File: config.mk
export PLATFORM = sky130hd
export DESIGN_NAME = msms_mode_select
export DESIGN_NICKNAME = d
export VERILOG_FILES = /design/src/core/msms_pkg.sv /design/src/core/msms_mode_select.sv
export SDC_FILE = /design/constraint.sdc
export NUM_CORES = 1
export LEC_CHECK = 0
export ABC_AREA = 1
export BUFFER_PORTS_ARGS = -buffer_cell sky130_fd_sc_hd__buf_2
export CAP_MARGIN = 20
export CELL_PAD_IN_SITES_DETAIL_PLACEMENT = 0
export CELL_PAD_IN_SITES_GLOBAL_PLACEMENT = 2
export CORE_MARGIN = 4
export CORE_UTILIZATION = 36
export DETAILED_ROUTE_END_ITERATION = 10
export PLACE_DENSITY = 0.95
export REMOVE_ABC_BUFFERS = 1
export SLEW_MARGIN = 20
export SYNTH_ARGS = -nofsm -noshare
export SYNTH_HDL_FRONTEND = slang
export SYNTH_SLANG_ARGS = --single-unit
File: constraint.sdc
create_clock -name clk_i -period 6.3 [get_ports clk_i]
set_clock_uncertainty 0.15 [all_clocks]
set_input_delay 1.26 -clock clk_i [delete_from_list [all_inputs] [get_ports clk_i]]
set_output_delay 1.26 -clock clk_i [all_outputs]
set_load 0.05 [all_outputs]
File: src/core/msms_pkg.sv
package msms_pkg;

  // Register byte offsets on the Wishbone slave
  localparam logic [7:0] CTRL_OFS = 8'h00;
  localparam logic [7:0] PRESET_OFS = 8'h04;
  localparam logic [7:0] ACCEL_OFS = 8'h20;
  localparam logic [7:0] DECEL_OFS = 8'h24;
  localparam logic [7:0] SCURVE_OFS = 8'h28;
  localparam logic [7:0] STATUS_OFS = 8'h2c;
  localparam logic [7:0] SPEED_OFS = 8'h30;
  localparam logic [7:0] IRQ_STAT_OFS = 8'h34;
  localparam logic [7:0] IRQ_MASK_OFS = 8'h38;

  // Control register fields
  localparam int CTRL_MODE_LSB = 0;
  localparam int CTRL_SERVO_EN_BIT = 4;
  localparam int CTRL_SEL_ASSIGNED_BIT = 5;

  // Control mode parameter codes
  localparam logic [3:0] MODE_POS = 4'h0;
  localparam logic [3:0] MODE_SPD = 4'h1;
  localparam logic [3:0] MODE_TRQ = 4'h2;
  localparam logic [3:0] MODE_SPD_POS = 4'h3;
  localparam logic [3:0] MODE_TRQ_SPD = 4'h4;
  localparam logic [3:0] MODE_TRQ_POS = 4'h5;
  localparam logic [3:0] MODE_MSS_POS = 4'h6;
  localparam logic [3:0] MODE_MSS_SPD = 4'h7;
  localparam logic [3:0] MODE_MSS_TRQ = 4'h8;
  localparam logic [3:0] MODE_MSS = 4'hc;

  // Reset values
  localparam logic [3:0] CTRL_MODE_RESET = MODE_MSS;
  localparam logic [15:0] PRESET_STEP_RESET = 16'h0064;
  localparam logic [15:0] RAMP_TIME_RESET = 16'h0000;

  // Interrupt status bits
  localparam int IRQ_MODE_CHANGE_BIT = 0;
  localparam int IRQ_WARN_BIT = 1;
  localparam int IRQ_CODE_CHANGE_BIT = 2;
  localparam int IRQ_WIDTH = 3;

  // Active basic control mode, Gray coded along pos-spd-trq-mss
  typedef enum logic [1:0] {
    MSMS_POS = 2'b00,
    MSMS_SPD = 2'b01,
    MSMS_TRQ = 2'b11,
    MSMS_MSS = 2'b10
  } msms_mode_e;

  // Discrete sequence inputs from the host controller
  typedef struct packed {
    logic dir_select;
    logic mode_pair_select;
    logic speed_code_bit2;
    logic speed_code_bit1;
    logic speed_code_bit0;
    logic analog_speed_select;
    logic zero_clamp_input;
  } msms_seq_s;

  // Internal drive status used as switch-over conditions
  typedef struct packed {
    logic in_position;
    logic zero_speed;
  } msms_cond_s;

  // Command gating towards the servo loops
  typedef struct packed {
    logic pos_cmd_en;
    logic speed_cmd_en;
    logic torque_cmd_en;
    logic ramp_en;
  } msms_gate_s;

endpackage : msms_pkg

File: src/core/msms_mode_select.sv
// Decided for this implementation: the Wishbone interface to the registers and the address map.
`timescale 1ns/1ns
`default_nettype none

// What this block does
// - Direction input low forward, high reverse
// - Three select bits give eight speed codes
// - Code zero stops; codes one-seven pick presets
// - Multi-step speed uses presets and inputs only
// - Control mode code C means multi-step
// - Analog select with code zero uses analog
// - Nonzero code overrides analog select
// - Mode-pair input picks one of two modes
// - Six combined mode pairings supported
// - Combined mode without pair input warns
// - Switch only when switch-over condition holds
// - Inactive mode command inputs are ignored
// - Ramp settings apply in speed control only
// - Display flashes active mode while enabled
module msms_mode_select #(
  parameter int SPEED_W = 16
) (
  input wire logic clk_i,
  input wire logic rst_i,
  // Classic Wishbone slave
  input wire logic wb_cyc_i,
  input wire logic wb_stb_i,
  input wire logic wb_we_i,
  input wire logic [7:0] wb_adr_i,
  input wire logic [3:0] wb_sel_i,
  input wire logic [31:0] wb_dat_i,
  output logic [31:0] wb_dat_o,
  output logic wb_ack_o,
  // Pins and drive-internal inputs
  input wire msms_pkg::msms_seq_s seq_pins_i,
  input wire msms_pkg::msms_cond_s cond_i,
  input wire logic signed [SPEED_W-1:0] analog_speed_i,
  // Outputs to the servo loops and display
  output logic signed [SPEED_W-1:0] speed_cmd_o,
  output msms_pkg::msms_gate_s gate_o,
  output logic [15:0] accel_time_o,
  output logic [15:0] decel_time_o,
  output logic [15:0] s_curve_time_o,
  output msms_pkg::msms_mode_e display_mode_o,
  output logic display_flash_o,
  output logic display_new_mode_o,
  output logic pin_warning_o,
  output logic irq_o
);
  import msms_pkg::*;

  ////////////////////////////////////////////////////////////////////////////
  // Synchroniser for the sequence pins
  msms_seq_s seq_meta_reg; // First stage, read only by second stage
  msms_seq_s seq_reg; // Clean copy used by all decoding

  // Two flops before any decode
  always_ff @(posedge clk_i) begin
    if (rst_i) begin
      seq_meta_reg <= '0;
      seq_reg <= '0;
    end else begin
      seq_meta_reg <= seq_pins_i;
      seq_reg <= seq_meta_reg;
    end
  end

  ////////////////////////////////////////////////////////////////////////////
  // Register file
  logic [3:0] mode_param_reg; // Control mode parameter
  logic servo_en_reg; // Servo on
  logic sel_assigned_reg; // Mode-pair input allocated
  logic [SPEED_W-1:0] preset_reg [1:7]; // Preset speeds, two's complement
  logic [15:0] accel_reg; // Acceleration time
  logic [15:0] decel_reg; // Deceleration time
  logic [15:0] scurve_reg; // S-curve time
  logic [IRQ_WIDTH-1:0] irq_stat_reg; // Sticky events
  logic [IRQ_WIDTH-1:0] irq_mask_reg; // Enables onto irq_o
  logic [IRQ_WIDTH-1:0] irq_event; // Event pulses this cycle
  logic ack_reg; // Single-cycle ack
  logic [31:0] rd_data_reg; // Read data
  logic wr_stb; // Write taken this cycle
  logic [31:0] wr_mask; // Byte enables expanded
  logic [31:0] rd_next; // Read mux

  // Access completes on the edge that raises ack
  assign wr_stb = wb_cyc_i && wb_stb_i && wb_we_i && !ack_reg;
  assign wr_mask = {{8{wb_sel_i[3]}}, {8{wb_sel_i[2]}}, {8{wb_sel_i[1]}}, {8{wb_sel_i[0]}}};

  // Merge written bytes into a register value
  function automatic logic [31:0] merge(input logic [31:0] old_v, input logic [31:0] new_v,
                                        input logic [31:0] m);
    merge = (old_v & ~m) | (new_v & m);
  endfunction : merge

  // Control register
  always_ff @(posedge clk_i) begin
    if (rst_i) begin
      mode_param_reg <= CTRL_MODE_RESET;
      servo_en_reg <= 1'b0;
      sel_assigned_reg <= 1'b0;
    end else if (wr_stb && wb_adr_i == CTRL_OFS) begin
      logic [31:0] v;
      v = merge({26'h0, sel_assigned_reg, servo_en_reg, mode_param_reg}, wb_dat_i, wr_mask);
      mode_param_reg <= v[CTRL_MODE_LSB +: 4];
      servo_en_reg <= v[CTRL_SERVO_EN_BIT];
      sel_assigned_reg <= v[CTRL_SEL_ASSIGNED_BIT];
    end
  end

  // Preset speed table, one word per code
  always_ff @(posedge clk_i) begin
    for (int i = 1; i <= 7; i++) begin
      if (rst_i) begin
        preset_reg[i] <= SPEED_W'(PRESET_STEP_RESET * i[15:0]);
      end else if (wr_stb && wb_adr_i == 8'(PRESET_OFS + 4 * (i - 1))) begin
        preset_reg[i] <= SPEED_W'(merge(32'(preset_reg[i]), wb_dat_i, wr_mask));
      end
    end
  end

  // Ramp time settings
  always_ff @(posedge clk_i) begin
    if (rst_i) begin
      accel_reg <= RAMP_TIME_RESET;
      decel_reg <= RAMP_TIME_RESET;
      scurve_reg <= RAMP_TIME_RESET;
    end else if (wr_stb) begin
      if (wb_adr_i == ACCEL_OFS) begin
        accel_reg <= 16'(merge({16'h0, accel_reg}, wb_dat_i, wr_mask));
      end
      if (wb_adr_i == DECEL_OFS) begin
        decel_reg <= 16'(merge({16'h0, decel_reg}, wb_dat_i, wr_mask));
      end
      if (wb_adr_i == SCURVE_OFS) begin
        scurve_reg <= 16'(merge({16'h0, scurve_reg}, wb_dat_i, wr_mask));
      end
    end
  end

  // Interrupt status and mask; a new event beats a write-one clear
  always_ff @(posedge clk_i) begin
    if (rst_i) begin
      irq_stat_reg <= '0;
      irq_mask_reg <= '0;
    end else begin
      if (wr_stb && wb_adr_i == IRQ_STAT_OFS) begin
        irq_stat_reg <= (irq_stat_reg & ~(wb_dat_i[IRQ_WIDTH-1:0] & wr_mask[IRQ_WIDTH-1:0]))
                        | irq_event;
      end else begin
        irq_stat_reg <= irq_stat_reg | irq_event;
      end
      if (wr_stb && wb_adr_i == IRQ_MASK_OFS) begin
        irq_mask_reg <= IRQ_WIDTH'(merge(32'(irq_mask_reg), wb_dat_i, wr_mask));
      end
    end
  end

  assign irq_o = |(irq_stat_reg & irq_mask_reg);

  ////////////////////////////////////////////////////////////////////////////
  // Mode selection
  msms_mode_e active_reg; // Mode in force
  msms_mode_e wanted; // Mode asked for by parameter and pair input
  logic combined; // Parameter is a pairing
  logic [2:0] speed_code; // Decoded select code
  logic switch_ok; // Current mode may be left
  logic warn_reg; // Pair input missing
  logic new_mode_reg; // One-cycle change strobe
  logic [2:0] code_prev_reg; // For code-change event

  assign speed_code = {seq_reg.speed_code_bit2, seq_reg.speed_code_bit1,
                       seq_reg.speed_code_bit0};

  // Wanted mode from the parameter and the pair input
  always_comb begin
    combined = 1'b1;
    wanted = MSMS_MSS;
    unique case (mode_param_reg)
      MODE_POS: begin
        combined = 1'b0;
        wanted = MSMS_POS;
      end
      MODE_SPD: begin
        combined = 1'b0;
        wanted = MSMS_SPD;
      end
      MODE_TRQ: begin
        combined = 1'b0;
        wanted = MSMS_TRQ;
      end
      MODE_MSS: begin
        combined = 1'b0;
        wanted = MSMS_MSS;
      end
      MODE_SPD_POS: wanted = seq_reg.mode_pair_select ? MSMS_POS : MSMS_SPD;
      MODE_TRQ_SPD: wanted = seq_reg.mode_pair_select ? MSMS_SPD : MSMS_TRQ;
      MODE_TRQ_POS: wanted = seq_reg.mode_pair_select ? MSMS_POS : MSMS_TRQ;
      MODE_MSS_POS: wanted = seq_reg.mode_pair_select ? MSMS_POS : MSMS_MSS;
      MODE_MSS_SPD: wanted = seq_reg.mode_pair_select ? MSMS_SPD : MSMS_MSS;
      MODE_MSS_TRQ: wanted = seq_reg.mode_pair_select ? MSMS_TRQ : MSMS_MSS;
      default: begin
        // Unused codes fall back to plain multi-step
        combined = 1'b0;
        wanted = MSMS_MSS;
      end
    endcase
  end

  // Switch-over condition of the mode in force
  always_comb begin
    unique case (active_reg)
      MSMS_POS: switch_ok = cond_i.in_position;
      MSMS_SPD: switch_ok = cond_i.zero_speed;
      MSMS_TRQ: switch_ok = cond_i.zero_speed;
      MSMS_MSS: switch_ok = cond_i.zero_speed && speed_code == 3'h0;
    endcase
  end

  // Active mode; a plain parameter change is also held off until safe
  always_ff @(posedge clk_i) begin
    if (rst_i) begin
      active_reg <= MSMS_MSS;
      new_mode_reg <= 1'b0;
    end else begin
      new_mode_reg <= 1'b0;
      if (wanted != active_reg && switch_ok) begin
        active_reg <= wanted;
        new_mode_reg <= 1'b1;
      end
    end
  end

  // Missing pair input warning
  always_ff @(posedge clk_i) begin
    if (rst_i) begin
      warn_reg <= 1'b0;
    end else begin
      warn_reg <= combined && !sel_assigned_reg;
    end
  end

  // Previous code, for the code-change event
  always_ff @(posedge clk_i) begin
    if (rst_i) begin
      code_prev_reg <= 3'h0;
    end else begin
      code_prev_reg <= speed_code;
    end
  end

  always_comb begin
    irq_event = '0;
    irq_event[IRQ_MODE_CHANGE_BIT] = new_mode_reg;
    irq_event[IRQ_WARN_BIT] = combined && !sel_assigned_reg && !warn_reg;
    irq_event[IRQ_CODE_CHANGE_BIT] = speed_code != code_prev_reg;
  end

  ////////////////////////////////////////////////////////////////////////////
  // Speed command
  logic signed [SPEED_W-1:0] speed_reg; // Registered command
  logic signed [SPEED_W-1:0] analog_clamped; // Analog after zero clamp
  logic signed [SPEED_W-1:0] step_speed; // Multi-step result
  logic signed [SPEED_W-1:0] speed_next; // Next command

  // Zero clamp stays usable on the analog path
  assign analog_clamped = seq_reg.zero_clamp_input ? '0 : analog_speed_i;

  always_comb begin
    if (speed_code != 3'h0) begin
      step_speed = preset_reg[speed_code];
    end else if (seq_reg.analog_speed_select) begin
      step_speed = analog_clamped;
    end else begin
      step_speed = '0;
    end
    unique case (active_reg)
      // Presets, or the clamped analog input at code zero; no offset trim
      MSMS_MSS: speed_next = seq_reg.dir_select ? -step_speed : step_speed;
      MSMS_SPD: speed_next = analog_clamped;
      // Other modes ignore the speed path
      default: speed_next = '0;
    endcase
  end

  always_ff @(posedge clk_i) begin
    if (rst_i) begin
      speed_reg <= '0;
    end else begin
      speed_reg <= speed_next;
    end
  end

  assign speed_cmd_o = speed_reg;

  ////////////////////////////////////////////////////////////////////////////
  // Command gating and ramp settings
  msms_gate_s gate_reg; // Which command inputs are live

  always_ff @(posedge clk_i) begin
    if (rst_i) begin
      gate_reg <= '0;
    end else begin
      gate_reg.pos_cmd_en <= active_reg == MSMS_POS;
      gate_reg.torque_cmd_en <= active_reg == MSMS_TRQ;
      gate_reg.speed_cmd_en <= active_reg == MSMS_SPD || active_reg == MSMS_MSS;
      gate_reg.ramp_en <= active_reg == MSMS_SPD || active_reg == MSMS_MSS;
    end
  end

  assign gate_o = gate_reg;
  // Zero ramp times outside speed control, so the profiler sees no ramp
  assign accel_time_o = gate_reg.ramp_en ? accel_reg : 16'h0;
  assign decel_time_o = gate_reg.ramp_en ? decel_reg : 16'h0;
  assign s_curve_time_o = gate_reg.ramp_en ? scurve_reg : 16'h0;

  // Display follows the active mode
  assign display_mode_o = active_reg;
  assign display_flash_o = servo_en_reg;
  assign display_new_mode_o = new_mode_reg && servo_en_reg;
  assign pin_warning_o = warn_reg;

  ////////////////////////////////////////////////////////////////////////////
  // Wishbone read path and ack
  always_comb begin
    rd_next = 32'h0;
    if (wb_adr_i >= PRESET_OFS && wb_adr_i < ACCEL_OFS && wb_adr_i[1:0] == 2'b00) begin
      rd_next = 32'(preset_reg[3'(((wb_adr_i - PRESET_OFS) >> 2) + 8'h1)]);
    end else begin
      unique case (wb_adr_i)
        CTRL_OFS: rd_next = {26'h0, sel_assigned_reg, servo_en_reg, mode_param_reg};
        ACCEL_OFS: rd_next = {16'h0, accel_reg};
        DECEL_OFS: rd_next = {16'h0, decel_reg};
        SCURVE_OFS: rd_next = {16'h0, scurve_reg};
        STATUS_OFS: rd_next = {24'h0, warn_reg, seq_reg.dir_select, speed_code, 1'b0, active_reg};
        SPEED_OFS: rd_next = 32'($unsigned(speed_reg)); // Raw word, upper half reads zero
        IRQ_STAT_OFS: rd_next = 32'(irq_stat_reg);
        IRQ_MASK_OFS: rd_next = 32'(irq_mask_reg);
        default: rd_next = 32'h0; // Unmapped reads zero
      endcase
    end
  end

  // One wait state: ack the cycle after the request appears
  always_ff @(posedge clk_i) begin
    if (rst_i) begin
      ack_reg <= 1'b0;
      rd_data_reg <= 32'h0;
    end else begin
      ack_reg <= wb_cyc_i && wb_stb_i && !ack_reg;
      rd_data_reg <= rd_next;
    end
  end

  assign wb_ack_o = ack_reg;
  assign wb_dat_o = rd_data_reg;

endmodule : msms_mode_select

`default_nettype wire

==> run_results.csv <==
group,metric,value,unit
sta,finalHoldViolCount,0,
floorplanning,die_h,195,µm
synthesis,yosys-top-cells-area,"edfxtp_1 27%, dfxtp_1 19%, nand2_1 11%",
global_route,globalRouteOverflowTotal,0,
synthesis,ys_seq_elements,229,
route,avgRoutedWirePerCell,20.0,µm
synthesis,ys_seq_area_share,45.5,%
global_route,grt_pass1_wl,68000,µm
critical_path,r2r_start,"seq_reg[0]$_SDFF_PP0_",
sta,rsz0062_at_grt,"no",
critical_path,path_max_fanout,28,
global_route,grt_pass1_vias,11100,
power,peakVddDrop,184,µV
sta,max_freq,236,MHz
synthesis,synth.most_common_cell,"nand2_1",
route,drt-total-wl,45300,µm
critical_path,worstSetupEndpointType,"flip-flop",
place,place.gp.congestion,0.858,
critical_path,ff2ff_setup_slack,3.05,ns
critical_path,arrival,4.52,ns
critical_path,crit_slowest_cell,"nor2_4",
synthesis,netlist_instances,1692,
route,ant_nets,0,
sta,timing.setup.tns,0,ns
floorplanning,pin_count,181,
synthesis,yosys_warnings,0,
place,dpl.hpwl,31100,µm
synthesis,yosysTopAreaCell,"edfxtp_1",
critical_path,crit_family,"simple AND/OR/NAND/NOR gates",
critical_path,worst_path_most_repeated_cell,"inv_2",
synthesis,synth_top_area_share,26.8,%
clock_tree,cts_buffer_depth,3,
clock_tree,insertion_delay,0.53,ns
critical_path,critPathKind,"in -> reg",
route,via_per_inst,5.35,
global_route,grt_start_max_net_pins,80,
sta,fin_crit,4.23,ns
job,drv_cap,0,
critical_path,cp.depth,10,
finish,syn_to_final_growth,14.1,%
sta,fin_ws,2.07,ns
clock_tree,clock-sinks,229,
critical_path,endpoint,"wb_dat_o[6]$_SDFF_PP0_",
floorplanning,std_cell_rows,68,
clock_tree,post_cts_buffers,0,
finish,diodes,0,
clock_tree,htree_levels,1,
critical_path,max_stage_delay,0.63,ns
clock_tree,cts_buffers,25,
sta,drv_slew,0,
finish,drive_gt1_share,12.9,%
place,portBuffers,146,
synthesis,async_flop_share,0,%
finish,fillers,3603,
route,vias,12100,
clock_tree,hold_buffers,0,
floorplanning,dieArea,0.0379,mm²
critical_path,cp_cell_sequence,"buf_2 -> inv_1 -> ha_1 -> nand2_2 -> inv_2 -> nor2_4 -> inv_2 -> o221ai_1 -> nand3_1 -> a31oi_1",
route,drt_iter0_drc,1233,
sta,slew_headroom,24.3,%
status,outcome,"completed",
critical_path,startpoint_type,"input pin",
place,preCtsSetupSlack,1.60,ns
power,power_density,274,mW/mm²
synthesis,avgSynthCellArea,7.41,µm²
floorplanning,start_util,36.4,%
finish,register_area,0.00571,mm²
floorplanning,fp.coreArea,0.0345,mm²
floorplanning,die_w,195,µm
critical_path,cp_data_required_time,6.59,ns
route,drt_pass1_iterations,7,
clock_tree,cts_tree,"built",
hold_path,min_path_type,"reg -> reg",
critical_path,cp-startpoint,"wb_adr_i[2]",
route,drc,0,
clock_tree,clk_pin_slew_worst_paths,0.06,ns
sta,period_share,67.1,%
sta,setup_viol,0,
synthesis,synth_edf_count,112,
synthesis,synth_ff_type,"dfxtp_1",
finish,multi_input_area,0.00549,mm²
clock_tree,cts_resized,0,
critical_path,rr_endpoint,"speed_cmd_o[14]$_SDFF_PP0_",
sta,worst_pin_slew,1.13,ns
global_route,gr-usage-all-layers,22.6,%
critical_path,crit_buf_inv,4,
finish,layout.nets,1871,
clock_tree,root_buffer,"clkbuf_16",
synthesis,syn_area,0.0125,mm²
global_route,antenna_found_initial,0,
synthesis,synth_common_cells,"367 x nand2_1, 210 x nor2_1, 207 x inv_1, 199 x a21oi_1, 117 x dfxtp_1",
power,p_leak,6.55,nW
synthesis,ys_types,44,
critical_path,r2r_cells,13,
## power breakdown
group          switching, W  internal (W)
clock              0.000632      0.000895
combinational      0.000553      0.000160
sequential        0.0000542       0.00162
total               0.00124       0.00268
## kinds of logic after synthesis
| group | share of synthesized area, % |
|---|---|
| AO/OA/AOI/OAI | 20.5 |
| flip-flops | 45.5 |
| other | 0.0299 |
| adder cells (fa/ha/maj) | 0.998 |
| XOR/XNOR | 0.349 |
| AND/OR/NAND/NOR | 21.5 |
| buffers and inverters | 11.2 |
## placed cells by master (no fill, tap or decap), types with 43 or more instances in the layout
cell type | netlist | routed
a21oi_1 | 199 | 199
buf_2 | 26 | 146
dfxtp_1 | 117 | 116
edfxtp_1 | 112 | 112
inv_1 | 207 | 207
nand2_1 | 367 | 367
nand3_1 | 75 | 75
nor2_1 | 210 | 210
o211ai_1 | 43 | 43
o21ai_0 | 100 | 100
## layout make-up
cell class,count,share of cell area (%)
clock buffer,31,5.04
tap,455,3.98
sequential,229,39.9
inverter,219,5.75
clock inverter,14,0.901
multi-input combinational,1147,38.3
timing repair buffer,165,6.10
## stage by stage
step	util [%]	instances	hold WS [ns]	instance area (µm²)	power [W]
floorplan	-	1595	0.238	12000	0.00216
global placement	39.1	2215	0.244	13500	0.00241
detailed placement	39.1	2215	0.247	13500	0.00242
CTS	41.5	2260	0.256	14300	0.00394
global route	41.5	2260	0.273	14300	0.00406
finish	41.5	2260	0.254	14300	0.00392
## routing by layer
layer / global-route usage, % / routed length [µm]
met1: 30.6 / 19300
met2: 36.9 / 20700
met3: 4.25 / 3840
met4: 7.19 / 1450
met5: 0 / 0
## tightest hold or removal path: stages (launching register included)
cell and delay, ns:
dfxtp_1 0.30, inv_1 0.04, nor2_1 0.03
## worst min-delay path by stage
stage	from	endpoint	slack, ns	cells past startpoint
after detailed placement	seq_meta_reg[2]$_SDFF_PP0_	seq_reg[2]$_SDFF_PP0_	0.25	2
after global routing	seq_meta_reg[1]$_SDFF_PP0_	seq_reg[1]$_SDFF_PP0_	0.27	2
after global placement	seq_meta_reg[4]$_SDFF_PP0_	seq_reg[4]$_SDFF_PP0_	0.24	2
after floorplan	seq_meta_reg[0]$_SDFF_PP0_	seq_reg[0]$_SDFF_PP0_	0.24	2
final	seq_meta_reg[6]$_SDFF_PP0_	seq_reg[6]$_SDFF_PP0_	0.25	2
after CTS	seq_meta_reg[6]$_SDFF_PP0_	seq_reg[6]$_SDFF_PP0_	0.26	2
Power figures use the tool's default switching activity.
